### src/nfcs_pkg.sv
// Purpose: shared types and constants of the NOR flash command sequencer
// Assumes: byte-wide flash, 21 address bits, host clock mclk at 125 MHz
// Notes: pin timing figures are plain defaults, tune for the part in use
package nfcs_pkg;

  localparam int ADDR_W = 21;
  localparam int DATA_W = 8;

  // command bytes written on the data pins
  localparam logic [7:0] CMD_RESET = 8'hF0;
  localparam logic [7:0] CMD_UNLOCK1 = 8'hAA;
  localparam logic [7:0] CMD_UNLOCK2 = 8'h55;
  localparam logic [7:0] CMD_IDENT = 8'h90;
  localparam logic [7:0] CMD_QUERY = 8'h98;
  localparam logic [7:0] CMD_PROGRAM = 8'hA0;
  localparam logic [7:0] CMD_BYPASS = 8'h20;
  localparam logic [7:0] CMD_BYPASS_EXIT = 8'h00;
  localparam logic [7:0] CMD_ERASE_SETUP = 8'h80;
  localparam logic [7:0] CMD_CHIP_ERASE = 8'h10;
  localparam logic [7:0] CMD_SECTOR_ERASE = 8'h30;
  localparam logic [7:0] CMD_SUSPEND = 8'hB0;
  localparam logic [7:0] CMD_RESUME = 8'h30;

  // unlock addresses are don't care; these are conventional picks
  localparam logic [20:0] UNLOCK_ADDR1 = 21'h000555;
  localparam logic [20:0] UNLOCK_ADDR2 = 21'h0002AA;
  localparam logic [20:0] QUERY_ADDR = 21'h000055;

  // status bit positions on the data pins
  localparam int POLL_BIT = 7;
  localparam int TIMEOUT_BIT = 5;

  // pin timing
  localparam int CLK_PERIOD_PS = 8000;
  localparam int T_WP_NS = 35;
  localparam int T_WPH_NS = 30;
  localparam int T_ACC_NS = 70;
  localparam int SYNC_STAGES = 2;
  localparam logic [7:0] WP_CYC =
    8'((T_WP_NS * 1000 + CLK_PERIOD_PS - 1) / CLK_PERIOD_PS);
  localparam logic [7:0] WPH_CYC =
    8'((T_WPH_NS * 1000 + CLK_PERIOD_PS - 1) / CLK_PERIOD_PS);
  localparam logic [7:0] RD_CYC =
    8'((T_ACC_NS * 1000 + CLK_PERIOD_PS - 1) / CLK_PERIOD_PS + SYNC_STAGES);

  typedef enum logic [3:0] {
    OP_READ = 4'h0,
    OP_RESET = 4'h1,
    OP_IDENT = 4'h2,
    OP_QUERY = 4'h3,
    OP_PROGRAM = 4'h4,
    OP_BYP_ENTER = 4'h5,
    OP_BYP_PROGRAM = 4'h6,
    OP_BYP_EXIT = 4'h7,
    OP_CHIP_ERASE = 4'h8,
    OP_SECT_ERASE = 4'h9,
    OP_SUSPEND = 4'hA,
    OP_RESUME = 4'hB
  } nfcs_op_e;

  typedef struct packed {
    nfcs_op_e op;
    logic [20:0] addr;
    logic [7:0] data;
  } nfcs_cmd_s;

  typedef struct packed {
    logic err;
    logic [7:0] data;
  } nfcs_rsp_s;

  typedef struct packed {
    logic [20:0] addr;
    logic [7:0] data;
  } nfcs_wcyc_s;

endpackage

### src/nfcs_host.sv
// Purpose: host side sequencer driving a byte-wide NOR flash by its pins
// Assumes: one command at a time on the user port; pins are asynchronous
// Notes: identification and query reads end with an automatic reset write
`timescale 1ns/100ps
`default_nettype none
module nfcs_host (
  // clock and reset
  input wire logic mclk,
  input wire logic rst_n,
  // user command port
  input wire logic cmd_valid,
  input wire nfcs_pkg::nfcs_cmd_s cmd,
  output logic cmd_ready,
  output logic rsp_valid,
  output nfcs_pkg::nfcs_rsp_s rsp,
  output logic flash_busy,
  // flash pins
  output logic [20:0] flash_addr,
  output logic [7:0] flash_dq_out,
  output logic flash_dq_oe_n,
  input wire logic [7:0] flash_dq_in,
  output logic flash_ce_n,
  output logic flash_we_n,
  output logic flash_oe_n,
  input wire logic ready_busy_n
);

  typedef enum logic [2:0] {
    ST_IDLE = 3'b000,
    ST_WSET = 3'b001,
    ST_WLOW = 3'b010,
    ST_WHIGH = 3'b011,
    ST_RLOW = 3'b100,
    ST_REVAL = 3'b101,
    ST_RESP = 3'b110
  } nfcs_state_e;

  ////////////////////////////////////////////////////////////////////////////
  // command tables

  function automatic logic [2:0] nfcs_nwr(input nfcs_pkg::nfcs_op_e op);
    case (op)
      nfcs_pkg::OP_READ: nfcs_nwr = 3'h0;
      nfcs_pkg::OP_RESET, nfcs_pkg::OP_QUERY,
      nfcs_pkg::OP_SUSPEND, nfcs_pkg::OP_RESUME: nfcs_nwr = 3'h1;
      nfcs_pkg::OP_BYP_PROGRAM, nfcs_pkg::OP_BYP_EXIT: nfcs_nwr = 3'h2;
      nfcs_pkg::OP_IDENT, nfcs_pkg::OP_BYP_ENTER: nfcs_nwr = 3'h3;
      nfcs_pkg::OP_PROGRAM: nfcs_nwr = 3'h4;
      default: nfcs_nwr = 3'h6;
    endcase
  endfunction

  function automatic nfcs_pkg::nfcs_wcyc_s nfcs_wr(
    input nfcs_pkg::nfcs_op_e op,
    input logic [2:0] step,
    input logic [20:0] addr,
    input logic [7:0] data
  );
    nfcs_pkg::nfcs_wcyc_s w;
    w.addr = nfcs_pkg::UNLOCK_ADDR1;
    w.data = nfcs_pkg::CMD_RESET;
    case (op)
      nfcs_pkg::OP_QUERY:
      begin
        w.addr = nfcs_pkg::QUERY_ADDR;
        w.data = nfcs_pkg::CMD_QUERY;
      end
      nfcs_pkg::OP_SUSPEND: w.data = nfcs_pkg::CMD_SUSPEND;
      nfcs_pkg::OP_RESUME: w.data = nfcs_pkg::CMD_RESUME;
      nfcs_pkg::OP_BYP_PROGRAM:
        if (step == 3'h0)
        begin
          w.data = nfcs_pkg::CMD_PROGRAM;
        end
        else
        begin
          w.addr = addr;
          w.data = data;
        end
      nfcs_pkg::OP_BYP_EXIT:
        w.data = (step == 3'h0) ? nfcs_pkg::CMD_IDENT
                                : nfcs_pkg::CMD_BYPASS_EXIT;
      default:
        case (step)
          3'h0: w.data = nfcs_pkg::CMD_UNLOCK1;
          3'h1:
          begin
            w.addr = nfcs_pkg::UNLOCK_ADDR2;
            w.data = nfcs_pkg::CMD_UNLOCK2;
          end
          3'h2:
            case (op)
              nfcs_pkg::OP_IDENT: w.data = nfcs_pkg::CMD_IDENT;
              nfcs_pkg::OP_PROGRAM: w.data = nfcs_pkg::CMD_PROGRAM;
              nfcs_pkg::OP_BYP_ENTER: w.data = nfcs_pkg::CMD_BYPASS;
              default: w.data = nfcs_pkg::CMD_ERASE_SETUP;
            endcase
          3'h3:
            if (op == nfcs_pkg::OP_PROGRAM)
            begin
              w.addr = addr;
              w.data = data;
            end
            else
            begin
              w.data = nfcs_pkg::CMD_UNLOCK1;
            end
          3'h4:
          begin
            w.addr = nfcs_pkg::UNLOCK_ADDR2;
            w.data = nfcs_pkg::CMD_UNLOCK2;
          end
          default:
            if (op == nfcs_pkg::OP_SECT_ERASE)
            begin
              w.addr = addr;
              w.data = nfcs_pkg::CMD_SECTOR_ERASE;
            end
            else
            begin
              w.data = nfcs_pkg::CMD_CHIP_ERASE;
            end
        endcase
    endcase
    return w;
  endfunction

  ////////////////////////////////////////////////////////////////////////////
  // pin synchronisers

  logic [7:0] dq_sync;
  logic busy_sync;

  nfcs_sync #(.W(8)) u_dq_sync (
    .mclk(mclk),
    .rst_n(rst_n),
    .async_in(flash_dq_in),
    .sync_out(dq_sync)
  );

  // synchronised as busy, so the reset value matches the pulled-up idle pin
  nfcs_sync #(.W(1)) u_rb_sync (
    .mclk(mclk),
    .rst_n(rst_n),
    .async_in(~ready_busy_n),
    .sync_out(busy_sync)
  );

  ////////////////////////////////////////////////////////////////////////////
  // sequencer

  nfcs_state_e state, next_state;
  nfcs_pkg::nfcs_cmd_s cur, next_cur;
  logic [2:0] step, next_step;
  logic [7:0] cnt, next_cnt;
  logic final_rd, next_final_rd;
  logic recheck, next_recheck;
  logic abort, next_abort;
  logic cleanup, next_cleanup;
  logic next_cmd_ready, next_rsp_valid, next_flash_busy;
  nfcs_pkg::nfcs_rsp_s next_rsp;
  logic [20:0] next_flash_addr;
  logic [7:0] next_flash_dq_out;
  logic next_dq_oe_n, next_ce_n, next_we_n, next_oe_n;

  nfcs_pkg::nfcs_wcyc_s wcur;
  logic is_poll, is_erase, poll_done;

  always_comb
  begin
    wcur = nfcs_wr(cur.op, step, cur.addr, cur.data);
    if (abort || cleanup)
    begin
      wcur.addr = nfcs_pkg::UNLOCK_ADDR1;
      wcur.data = nfcs_pkg::CMD_RESET;
    end
    is_erase = (cur.op == nfcs_pkg::OP_CHIP_ERASE) ||
               (cur.op == nfcs_pkg::OP_SECT_ERASE);
    is_poll = is_erase || (cur.op == nfcs_pkg::OP_PROGRAM) ||
              (cur.op == nfcs_pkg::OP_BYP_PROGRAM);
    // erase completes to 1, program to the true written bit
    poll_done = is_erase ? dq_sync[nfcs_pkg::POLL_BIT]
              : (dq_sync[nfcs_pkg::POLL_BIT] ==
                 cur.data[nfcs_pkg::POLL_BIT]);
  end

  always_comb
  begin
    next_state = state;
    next_cur = cur;
    next_step = step;
    next_cnt = cnt;
    next_final_rd = final_rd;
    next_recheck = recheck;
    next_abort = abort;
    next_cleanup = cleanup;
    next_rsp = rsp;
    next_rsp_valid = 1'b0;
    next_flash_busy = busy_sync;
    next_flash_addr = flash_addr;
    next_flash_dq_out = flash_dq_out;
    next_dq_oe_n = flash_dq_oe_n;
    next_ce_n = flash_ce_n;
    next_we_n = flash_we_n;
    next_oe_n = flash_oe_n;
    case (state)
      ST_IDLE:
        if (cmd_valid)
        begin
          next_cur = cmd;
          next_step = 3'h0;
          next_final_rd = 1'b0;
          next_recheck = 1'b0;
          next_abort = 1'b0;
          next_cleanup = 1'b0;
          next_rsp = '0;
          if (cmd.op == nfcs_pkg::OP_READ)
          begin
            next_final_rd = 1'b1;
            next_state = ST_RLOW;
            next_cnt = nfcs_pkg::RD_CYC;
            next_flash_addr = cmd.addr;
            next_ce_n = 1'b0;
            next_oe_n = 1'b0;
          end
          else
          begin
            next_state = ST_WSET;
          end
        end
      ST_WSET:
      begin
        // every command byte goes out as a write cycle
        next_flash_addr = wcur.addr;
        next_flash_dq_out = wcur.data;
        next_dq_oe_n = 1'b0;
        next_ce_n = 1'b0;
        next_we_n = 1'b0;
        next_cnt = nfcs_pkg::WP_CYC;
        next_state = ST_WLOW;
      end
      ST_WLOW:
        if (cnt == 8'h01)
        begin
          next_we_n = 1'b1;
          next_ce_n = 1'b1;
          next_cnt = nfcs_pkg::WPH_CYC;
          next_state = ST_WHIGH;
        end
        else
        begin
          next_cnt = cnt - 8'h01;
        end
      ST_WHIGH:
        if (cnt != 8'h01)
        begin
          next_cnt = cnt - 8'h01;
        end
        else
        begin
          // data held past the rising edge, then released
          next_dq_oe_n = 1'b1;
          if (abort || cleanup)
          begin
            next_state = ST_RESP;
          end
          else if (step + 3'h1 < nfcs_nwr(cur.op))
          begin
            next_step = step + 3'h1;
            next_state = ST_WSET;
          end
          else if (is_poll || cur.op == nfcs_pkg::OP_IDENT ||
                   cur.op == nfcs_pkg::OP_QUERY)
          begin
            // poll begins WPH_CYC clocks after the final rising write edge, as the data is released
            next_final_rd = ~is_poll;
            next_state = ST_RLOW;
            next_cnt = nfcs_pkg::RD_CYC;
            next_flash_addr = cur.addr;
            next_ce_n = 1'b0;
            next_oe_n = 1'b0;
          end
          else
          begin
            next_state = ST_RESP;
          end
        end
      ST_RLOW:
        if (cnt == 8'h01)
        begin
          next_state = ST_REVAL;
        end
        else
        begin
          next_cnt = cnt - 8'h01;
        end
      ST_REVAL:
      begin
        // strobes rise between reads so each is a fresh read cycle
        next_ce_n = 1'b1;
        next_oe_n = 1'b1;
        next_cnt = nfcs_pkg::RD_CYC;
        next_state = ST_RLOW;
        if (final_rd)
        begin
          next_rsp.data = dq_sync;
          if (cur.op == nfcs_pkg::OP_IDENT || cur.op == nfcs_pkg::OP_QUERY)
          begin
            next_cleanup = 1'b1;
            next_state = ST_WSET;
          end
          else
          begin
            next_state = ST_RESP;
          end
        end
        else if (poll_done)
        begin
          // top bit may settle apart from the rest: read once more
          next_final_rd = 1'b1;
        end
        else if (recheck)
        begin
          next_abort = 1'b1;
          next_rsp.err = 1'b1;
          next_state = ST_WSET;
        end
        else if (dq_sync[nfcs_pkg::TIMEOUT_BIT])
        begin
          next_recheck = 1'b1;
        end
      end
      ST_RESP:
      begin
        // chip erase swallows commands, so none goes out before done
        next_rsp_valid = 1'b1;
        next_state = ST_IDLE;
      end
      default: next_state = ST_IDLE;
    endcase
    // cycle a strobe high for one clock before the next read
    if (state == ST_REVAL && next_state == ST_RLOW)
    begin
      next_state = ST_RLOW;
    end
    next_cmd_ready = (next_state == ST_IDLE);
  end

  // the extra strobe-high cycle between reads
  logic gap, next_gap;

  always_comb
  begin
    next_gap = (state == ST_REVAL) && (next_state == ST_RLOW);
  end

  always_ff @(posedge mclk or negedge rst_n)
  begin
    if (!rst_n)
    begin
      state <= ST_IDLE;
      cur <= '0;
      step <= 3'h0;
      cnt <= 8'h00;
      final_rd <= 1'b0;
      recheck <= 1'b0;
      abort <= 1'b0;
      cleanup <= 1'b0;
      gap <= 1'b0;
      cmd_ready <= 1'b0;
      rsp_valid <= 1'b0;
      rsp <= '0;
      flash_busy <= 1'b0;
      flash_addr <= 21'h000000;
      flash_dq_out <= 8'h00;
      flash_dq_oe_n <= 1'b1;
      flash_ce_n <= 1'b1;
      flash_we_n <= 1'b1;
      flash_oe_n <= 1'b1;
    end
    else
    begin
      state <= next_state;
      cur <= next_cur;
      step <= next_step;
      cnt <= next_cnt;
      final_rd <= next_final_rd;
      recheck <= next_recheck;
      abort <= next_abort;
      cleanup <= next_cleanup;
      gap <= next_gap;
      cmd_ready <= next_cmd_ready;
      rsp_valid <= next_rsp_valid;
      rsp <= next_rsp;
      flash_busy <= next_flash_busy;
      flash_addr <= next_flash_addr;
      flash_dq_out <= next_flash_dq_out;
      flash_dq_oe_n <= next_dq_oe_n;
      // drive strobes low again after their one high cycle between reads
      flash_ce_n <= gap ? 1'b0 : next_ce_n;
      flash_we_n <= next_we_n;
      flash_oe_n <= gap ? 1'b0 : next_oe_n;
    end
  end

endmodule
`default_nettype wire

### src/nfcs_sync.sv
// Purpose: two flip-flop synchroniser for pins entering mclk
// Assumes: bits of a bus are only read once they have settled
// Notes: first stage feeds the second stage only
`timescale 1ns/100ps
`default_nettype none
module nfcs_sync #(
  parameter int W = 1
) (
  // clock and reset
  input wire logic mclk,
  input wire logic rst_n,
  // asynchronous level in, synchronised level out
  input wire logic [W-1:0] async_in,
  output logic [W-1:0] sync_out
);

  logic [W-1:0] meta;

  always_ff @(posedge mclk or negedge rst_n)
  begin
    if (!rst_n)
    begin
      meta <= '0;
      sync_out <= '0;
    end
    else
    begin
      meta <= async_in;
      sync_out <= meta;
    end
  end

endmodule
`default_nettype wire

### config.mk
export PLATFORM = sky130hd
export DESIGN_NAME = nfcs_host
export DESIGN_NICKNAME = d
export VERILOG_FILES = /design/src/nfcs_pkg.sv /design/src/nfcs_host.sv /design/src/nfcs_sync.sv
export SDC_FILE = /design/constraint.sdc
export NUM_CORES = 1
export LEC_CHECK = 0
export BUFFER_PORTS_ARGS = -buffer_cell sky130_fd_sc_hd__buf_2
export CAP_MARGIN = 20
export CORE_MARGIN = 4
export CORE_UTILIZATION = 40
export CTS_CLUSTER_DIAMETER = 50
export CTS_CLUSTER_SIZE = 12
export DETAILED_ROUTE_END_ITERATION = 10
export REMOVE_ABC_BUFFERS = 1
export SLEW_MARGIN = 10
export SYNTH_ARGS = -nofsm -noshare
export SYNTH_HDL_FRONTEND = slang
export SYNTH_HIERARCHICAL = 1
export SYNTH_SLANG_ARGS = --single-unit
export TNS_END_PERCENT = 50
### constraint.sdc
create_clock -name mclk -period 3.6 [get_ports mclk]
set_input_delay 0.9 -clock mclk [delete_from_list [all_inputs] [get_ports mclk]]
set_output_delay 0.9 -clock mclk [all_outputs]
set_load 0.02 [all_outputs]
==> impl_metrics.csv, run 1 <==
group,metric,value,unit
routing,drc,0,
final_layout,fin_cells,912,
clocking,clock-sinks,114,
die,ios,90,
grt,antenna_found_initial,0,
timing,fmax,313,MHz
yosys,synthFlopType,"dfrtp_1",
routing,via_count,5039,
routing,ant_nets,0,
grt,grt_pass1_vias,4850,
min_path,hold_start,"u_dq_sync/meta[2]",
final_layout,fin_nets,773,
clocking,cts-root-buf,"clkbuf_16",
yosys,syn_inst,631,
routing,wl_per_cell,17.2,um
placed_design,port_buffers,89,
placed_design,place_ws,203,ps
die,die-width,129,um
final_layout,area_delta_synth_final,21.9,%
final_layout,antenna_cells,0,
clocking,numCtsBuffers,17,
yosys,synth.most_common_cell,"nand2_1",
min_path,hp-class,"reg2reg",
grt,grt_use_total,0.193,
yosys,synth_cell_types,84,
yosys,avgSynthCellArea,9.23,um^2
timing,finClkSkew,9.62,ps
placed_design,gp_congestion,0.963,
timing,tightest_slew,1200,ps
critical_path,cp-startpoint,"cur[29]",
critical_path,crit_buf_inv,0,
clocking,cts-resized-gates,0,
routing,first_iter_violations,383,
power_and_ir_drop,total_power,6.90,mW
timing,hold_viol,0,
critical_path,cpMaxStageDelayCell,"o31ai_2",
yosys,synth-edff-count,0,
placed_design,placed_cells,879,
yosys,yosysTopAreaCell,"dfrtp_1",
clocking,clk_latency,430,ps
timing,finalCritPeriodShare,0.888,
timing,period_needed,3200,ps
grt,grt_max_degree,64,
clocking,h-tree-depth,4,
yosys,netlist.area_leader.share,0.473,
clocking,cts_buffer_depth,2,
routing,drtPass1Iterations,5,
critical_path,crit_chain,"or2_2, nand2b_1, a221oi_1, ha_1, o2111a_2, o221ai_4, o31ai_2, nor2_1, a211oi_1",
critical_path,critPathLaunchType,"flip-flop",
die,core,14000,um^2
critical_path,cp_data_required_time,3940,ps
die,die_area,16500,um^2
die,die_h,129,um
power_and_ir_drop,ir_drop,0.000441,V
timing,timing.setup.tns,0,ps
grt,grt.overflow.total,0,
yosys,seq_area_frac_synth,0.491,
yosys,ys_top_cells_by_area,"dfrtp_1, nand2_1, a21oi_1",
die,rows,43,
routing,via_per_inst,5.53,
final_layout,drive_gt1_frac,0.246,
clocking,cts_setup_buffers,0,
yosys,async_flop_share,1.00,
critical_path,worstSetupPathType,"reg2reg",
critical_path,worstReg2RegStart,"cur[29]",
critical_path,slowest_delay,1040,ps
die,start_util,0.415,
timing,setup_violations,0,
yosys,ys_ff_latch,114,
yosys,synth_common_cells,"nand2_1, dfrtp_1, nor2_1, a21oi_1, nand3_1",
timing,layout_setup_ws,404,ps
clocking,clk_pin_slew_worst_paths,60,ps
power_and_ir_drop,cellPowerDensity,972,nW/um^2
timing,rsz0062_at_grt,"no",
routing,drt-total-wl,15.7,mm
power_and_ir_drop,leakage,3.29,nW
placed_design,dp_hpwl,10.7,mm
critical_path,endpoint_kind,"flip-flop",
critical_path,crit_family,"compound AO/OA/AOI/OAI gates",
run,drv_cap,0,
critical_path,cp_max_fo,11,
yosys,netlist_area,5820,um^2
outcome,status,"finished, final reports clean",
yosys,synth_warnings,6,
timing,maxSlewHeadroom,0.197,
clocking,ctsHoldBuffers,0,
critical_path,crit_arrival,3530,ps
timing,final_max_slew_viol_count,0,
grt,grt_pass1_wl,25.1,mm
clocking,cts_tree,"built",
routing by layer:
| metal | track usage | wire length (um) | vias up |
|---|---|---|---|
| met5 | 0 | 0 | - |
| met4 | 0.0797 | 363 | 0 |
| met2 | 0.298 | 7500 | 133 |
| met1 | 0.255 | 6970 | 2465 |
| li1 | - | - | 2412 |
| met3 | 0.0556 | 822 | 29 |
cell usage in the layout, fill, tap and decap left out, types with 9 or more instances in the layout:
cell,Yosys,layout
nand2_1,144,144
dfrtp_1,110,110
buf_2,8,88
nor2_1,51,51
a21oi_1,48,48
nand3_1,29,29
o21ai_0,22,22
clkbuf_16,0,17
buf_4,4,17
nor3_1,15,14
inv_1,13,13
ha_1,9,9
cell type report:
| type | count | area, um^2 |
|---|---|---|
| Timing Repair Buffer | 106 | 588 |
| Multi-Input combinational cell | 467 | 2750 |
| Clock buffer | 19 | 453 |
| Inverter | 13 | 48.8 |
| Clock inverter | 13 | 178 |
| Fill cell | 1292 | 6940 |
| Sequential cell | 114 | 2860 |
| Tap cell | 180 | 225 |
path summary, 6_finish.rpt:
check	to	slack, ps	cells after the start
min in group asynchronous	flash_dq_out[6]	510	1
hold / removal	u_dq_sync/sync_out[2]	350	0
hold reg to reg	u_dq_sync/sync_out[2]	350	0
setup / recovery	flash_addr[5]	400	9
max in group asynchronous	flash_we_n	2260	2
setup reg to reg	flash_addr[5]	400	9
flip-flops by register name, summed over array words and instances (netlist names):
register / cells
cleanup: 1
cmd_ready: 1
cnt: 8
cur: 33
final_rd: 1
flash_addr: 21
flash_busy: 1
flash_ce_n: 1
flash_dq_oe_n: 1
flash_dq_out: 8
flash_oe_n: 1
flash_we_n: 1
gap: 1
recheck: 1
rsp: 9
rsp_valid: 1
state: 3
step: 3
u_dq_sync/meta: 8
u_dq_sync/sync_out: 8
u_rb_sync/meta: 1
u_rb_sync/sync_out: 1
power breakdown:
group | leakage (nW) | switching, mW | total [mW] | internal, mW
Sequential | 1.39 | 0.399 | 2.14 | 1.74
Combinational | 1.60 | 1.86 | 2.98 | 1.12
Clock | 0.302 | 0.643 | 1.78 | 1.14
Total | 3.29 | 2.91 | 6.90 | 3.99
metrics by stage:
| step | hold slack [ps] | area, um^2 | util |
|---|---|---|---|
| final | 347 | 7100 | 0.505 |
| after global routing | 353 | 7100 | 0.505 |
| after CTS | 348 | 7090 | 0.505 |
| after detailed placement | 336 | 6450 | 0.460 |
| after global placement | 333 | 6450 | 0.460 |
| after floorplan | 331 | 5640 | - |
cell families (layout without fill, tap and decap cells):
logic type,count (synthesis),in the layout,synth area share
adder cells (fa/ha/maj),9,9,0.0193
multiplexers,7,7,0.0127
flip-flops,114,114,0.491
buffers and inverters,51,151,0.0402
AND/OR/NAND/NOR,294,294,0.239
XOR/XNOR,5,5,0.00752
AO/OA/AOI/OAI,151,152,0.191
Power figures use the tool's default switching activity.
==> run 2, diff against run 1 <==
- CORE_UTILIZATION: 40 -> 57
- PLACE_DENSITY: unset -> 0.8
==> impl_metrics.csv, run 2 (synthesized netlist as in run 1, its figures left out) <==
group,metric,value,unit
outcome,status,"finished, final reports clean",
routing,drt-total-wl,15.2,mm
min_path,hp-class,"reg2reg",
clocking,h-tree-depth,4,
routing,wl_per_cell,17.7,um
final_layout,fin_area,6960,um^2
die,die_h,109,um
final_layout,top_register,"cur",
final_layout,largest_register_ffs,33,
placed_design,dp_hpwl,10.3,mm
clocking,cts_buffer_depth,2,
timing,timing.setup.tns,0,ps
clocking,cts_setup_buffers,0,
critical_path,crit_arrival,3650,ps
die,die-width,109,um
placed_design,port_buffers,89,
critical_path,crit_chain,"a21oi_1, nor2_1, a21oi_1, ha_1, a21oi_1, nand2_1, o221ai_4, o31a_1, buf_4, a21oi_1, a21oi_1",
placed_design,placed_cells,829,
critical_path,endpoint_kind,"flip-flop",
clocking,clk_pin_slew_worst_paths,60,ps
critical_path,reg2reg_slack,410,ps
grt,grt.overflow.total,0,
die,die_area,11900,um^2
routing,ant_nets,0,
routing,first_iter_violations,381,
timing,fmax,313,MHz
clocking,cts-resized-gates,0,
timing,maxSlewHeadroom,0.422,
routing,via_per_inst,5.91,
critical_path,cp_max_fo,22,
grt,antenna_found_initial,0,
die,rows,36,
clocking,clock-sinks,114,
timing,tightest_slew,867,ps
grt,grt_use_total,0.274,
critical_path,crit_top_cell,"a21oi_1",
critical_path,slowest_delay,770,ps
timing,rsz0062_at_grt,"no",
routing,drtPass1Iterations,7,
die,start_util,0.590,
timing,period_needed,3190,ps
clocking,clk_latency,540,ps
critical_path,worstSetupPathType,"reg2reg",
timing,fin_hold_ws,348,ps
placed_design,dpl_cell_area,6370,um^2
die,core,9860,um^2
final_layout,fin_nets,769,
routing,via_count,5092,
final_layout,reg.largest.list,"cur x33, flash_addr x21, rsp x9",
final_layout,layout_commonest_cell,"nand2_1",
grt,grt_max_degree,60,
placed_design,gp_congestion,0.945,
critical_path,cp_data_required_time,4060,ps
grt,grt_pass1_vias,5067,
final_layout,fillers,752,
timing,final_max_slew_viol_count,0,
power_and_ir_drop,ir_drop,0.000682,V
critical_path,cpMaxStageDelayCell,"dfrtp_1",
clocking,cts_tree,"built",
power_and_ir_drop,cellPowerDensity,967,nW/um^2
power_and_ir_drop,leakage,3.25,nW
timing,finalCritPeriodShare,0.887,
grt,grt_pass1_wl,25.0,mm
final_layout,antenna_cells,0,
routing,drc,0,
final_layout,drive_gt1_frac,0.242,
critical_path,critPathLaunchType,"flip-flop",
timing,hold_viol,0,
run,drv_cap,0,
final_layout,layout_common_cells,"nand2_1, dfrtp_1, buf_2, nor2_1, a21oi_1",
clocking,numCtsBuffers,17,
clocking,ctsHoldBuffers,0,
timing,setup_violations,0,
timing,finClkSkew,5.67,ps
final_layout,fin_cells,861,
final_layout,area_delta_synth_final,19.5,%
die,ios,90,
clocking,cts-root-buf,"clkbuf_8",
-- run 2: through the flow --
stage | worst slack [ps] | util | power [mW]
6_report | 409 | 0.705 | 6.73
5_1_grt | 113 | 0.705 | 7.19
4_1_cts | 428 | 0.705 | 6.74
3_5_place_dp | 459 | 0.646 | 5.07
3_3_place_gp | 541 | 0.646 | 4.96
2_1_floorplan | 263 | - | 4.15
-- run 2: path summary, 6_finish.rpt --
check | startpoint | cells after the start | to
max | cur[31] | 11 | flash_addr[15]
min | u_dq_sync/meta[2] | 0 | u_dq_sync/sync_out[2]
max reg2reg | cur[31] | 11 | flash_addr[15]
min reg2reg | u_dq_sync/meta[2] | 0 | u_dq_sync/sync_out[2]
max in group asynchronous | rst_n | 2 | cur[26]
min in group asynchronous | rst_n | 1 | cur[6]
-- run 2: cell type report --
type	instances	area, um^2	area share
clock buffers	18	428	0.0615
repair buffers	103	566	0.0813
multi-input cells	466	2740	0.393
well taps	133	166	0.0239
flip-flops and latches	114	2860	0.411
inverters	13	48.8	0.00701
clock inverters	14	156	0.0225
-- run 2: report_power, final --
part | switching, mW | internal, mW | total, mW
sequential | 0.445 | 1.74 | 2.18
combinational | 1.80 | 1.11 | 2.91
clock | 0.629 | 1.01 | 1.64
total | 2.87 | 3.86 | 6.73
-- run 2: layer usage --
layer  share of wire  global-route usage  routed length [um]
met5               0                   0                   0
met4           0.027               0.133                 416
met3           0.060              0.0610                 914
met2            0.50               0.446                7610
met1            0.41               0.345                6270
-- run 2: critical path, delay by kind of cell, from the launching register on --
kind            cells  cell delay [ps]
buf+inv             1              280
fa+ha+maj           1              350
flops               1              770
simple gates        2              270
compound gates      7             1440
==> run 3, diff against run 2 <==
- ABC_AREA: unset -> 1
- CORE_UTILIZATION: 57 -> 58
- PLACE_DENSITY: 0.8 -> 0.81
==> impl_metrics.csv, run 3 <==
group,metric,value,unit
outcome,status,"finished, final reports clean",
clocking,numCtsBuffers,17,
yosys,synth_cell_types,40,
die,ios,90,
timing,finalCritPeriodShare,0.824,
power_and_ir_drop,cellPowerDensity,956,nW/um^2
run,drv_cap,0,
critical_path,worstSetupPathType,"reg2reg",
min_path,holdPathStages,0,
timing,timing.setup.tns,0,ps
final_layout,area_delta_synth_final,18.2,%
final_layout,layout_commonest_cell,"nand2_1",
yosys,synth.most_common_cell,"nand2_1",
yosys,avgSynthCellArea,7.58,um^2
critical_path,cp_data_required_time,4000,ps
routing,via_per_inst,5.28,
grt,grt_pass1_vias,5517,
die,start_util,0.602,
final_layout,largest_register_ffs,33,
timing,rsz0062_at_grt,"no",
clocking,cts_buffer_depth,2,
timing,maxSlewHeadroom,0.545,
min_path,hp-class,"reg2reg",
yosys,syn_inst,827,
die,core,10400,um^2
yosys,netlist_area,6270,um^2
placed_design,dp_hpwl,10.3,mm
placed_design,dpl_cell_area,6790,um^2
clocking,ctsHoldBuffers,0,
die,die-width,112,um
yosys,seq_area_frac_synth,0.456,
critical_path,cpMaxStageDelayCell,"nand4_4",
critical_path,r2r_cells,12,
yosys,synth-edff-count,0,
die,die_area,12500,um^2
grt,grt_use_total,0.256,
clocking,cts_tree,"built",
routing,drc,0,
routing,wl_per_cell,14.2,um
yosys,synth_warnings,6,
final_layout,fin_area,7410,um^2
clocking,cts_setup_buffers,0,
timing,hold_viol,0,
yosys,async_flop_share,1.00,
routing,first_iter_violations,392,
power_and_ir_drop,leakage,4.01,nW
clocking,clk_latency,530,ps
die,die_h,112,um
grt,grt_pass1_wl,26.0,mm
placed_design,place_ws,657,ps
placed_design,port_buffers,89,
grt,grt.overflow.total,0,
final_layout,antenna_cells,0,
timing,final_max_slew_viol_count,0,
placed_design,gp_congestion,0.927,
yosys,yosysTopAreaCell,"dfrtp_1",
final_layout,drive_gt1_frac,0.223,
timing,setup_violations,0,
grt,antenna_found_initial,0,
critical_path,crit_buf_inv,2,
yosys,netlist.area_leader.share,0.439,
critical_path,endpoint_kind,"flip-flop",
power_and_ir_drop,total_power,7.08,mW
routing,ant_nets,0,
critical_path,rr_endpoint,"flash_addr[14]",
min_path,hold_start,"u_dq_sync/meta[1]",
clocking,h-tree-depth,4,
grt,grt_max_degree,55,
critical_path,critPathLaunchType,"flip-flop",
final_layout,fin_nets,972,
clocking,clock-sinks,114,
yosys,synth_common_cells,"nand2_1, dfrtp_1, inv_1, nor2_1, nand3_1",
min_path,hold_end,"u_dq_sync/sync_out[1]",
critical_path,worstReg2RegStart,"cur[30]",
critical_path,crit_arrival,3370,ps
timing,period_needed,2970,ps
critical_path,cp_max_fo,42,
final_layout,top_register,"cur",
critical_path,crit_family,"simple AND/OR/NAND/NOR gates",
critical_path,crit_chain,"inv_2, nand2_1, nor2_1, nor2_1, ha_1, nand2_1, inv_1, nand2_1, nand3_1, nand4_4, nor2_1, a21oi_2",
clocking,clk_pin_slew_worst_paths,60,ps
timing,layout_setup_ws,634,ps
power_and_ir_drop,ir_drop,0.000700,V
critical_path,slowest_delay,520,ps
clocking,cts-resized-gates,0,
timing,tightest_slew,682,ps
routing,drt-total-wl,15.2,mm
timing,finClkSkew,6.19,ps
critical_path,reg2reg_slack,630,ps
routing,drtPass1Iterations,5,
die,rows,37,
final_layout,reg.largest.list,"cur x33, flash_addr x21, rsp x9",
final_layout,layout_common_cells,"nand2_1, dfrtp_1, buf_2, inv_1, nor2_1",
yosys,synthFlopType,"dfrtp_1",
timing,fmax,337,MHz
yosys,ys_ff_latch,114,
clocking,cts-root-buf,"clkbuf_8",
routing,via_count,5634,
yosys,ys_top_cells_by_area,"dfrtp_1, nand2_1, nand3_1",
## run 3: cell types whose count changed in the layout (fill, tap and decap cells not counted), moves of 12 or more
cell / previous run / this run
nand2_1: 144 / 251
inv_1: 13 / 85
o21ai_0: 22 / 60
nand3_1: 29 / 65
a21oi_1: 48 / 18
nor2_1: 51 / 73
inv_2: 0 / 21
nand2_2: 0 / 18
nand4_1: 4 / 16
## run 3: power breakdown
group / switching (mW) / internal (mW) / leakage, nW
Sequential: 0.350 / 1.74 / 1.39
Combinational: 2.21 / 1.04 / 2.32
Clock: 0.631 / 1.10 / 0.296
Total: 3.19 / 3.89 / 4.01
## run 3: final cells by class
cell class | count | area [um^2]
Sequential cell | 114 | 2860
Multi-Input combinational cell | 581 | 2860
Inverter | 109 | 414
Tap cell | 136 | 170
Fill cell | 874 | 3010
Clock buffer | 19 | 442
Clock inverter | 13 | 175
Timing Repair Buffer | 95 | 493
## run 3: logic make-up after synthesis
kind of cell | synth area share
AOI/OAI and AO/OA | 0.0992
xor gates and xnor gates | 0.00419
adders and majority gates | 0.0180
buffers and inverters | 0.0884
DFF | 0.456
and+or+nand+nor | 0.334
## run 3: stage by stage
stage / instances / utilization / hold slack (ps)
3_5_place_dp: 1035 / 0.652 / 337
2_1_floorplan: 804 / - / 331
3_3_place_gp: 1035 / 0.652 / 333
5_1_grt: 1067 / 0.711 / 354
6_report: 1067 / 0.711 / 350
4_1_cts: 1067 / 0.711 / 351
## run 3: worst max path at each step
stage                          end  cells past startpoint     from  slack [ps]
floorplan           flash_addr[11]                     12  cur[32]        1250
global placement    flash_addr[16]                     12  cur[32]         860
detailed placement  flash_addr[11]                     12  cur[30]         660
CTS                 flash_addr[14]                     12  cur[30]         600
global route        flash_addr[13]                     12  cur[30]         290
finish              flash_addr[14]                     12  cur[30]         630
## run 3: metal layers
metal,part of all wire,wire (um),GRT usage
met2,0.49,7400,0.421
met3,0.068,1030,0.0723
met5,0,0,0
met1,0.42,6410,0.327
met4,0.024,359,0.0889
## run 3: worst reg2reg max path: stages, from the launching register on
cell,delay (ps)
dfrtp_1,450
inv_2,190
nand2_1,70
nor2_1,420
nor2_1,120
ha_1,320
nand2_1,60
inv_1,50
nand2_1,60
nand3_1,150
nand4_4,520
nor2_1,350
a21oi_2,80
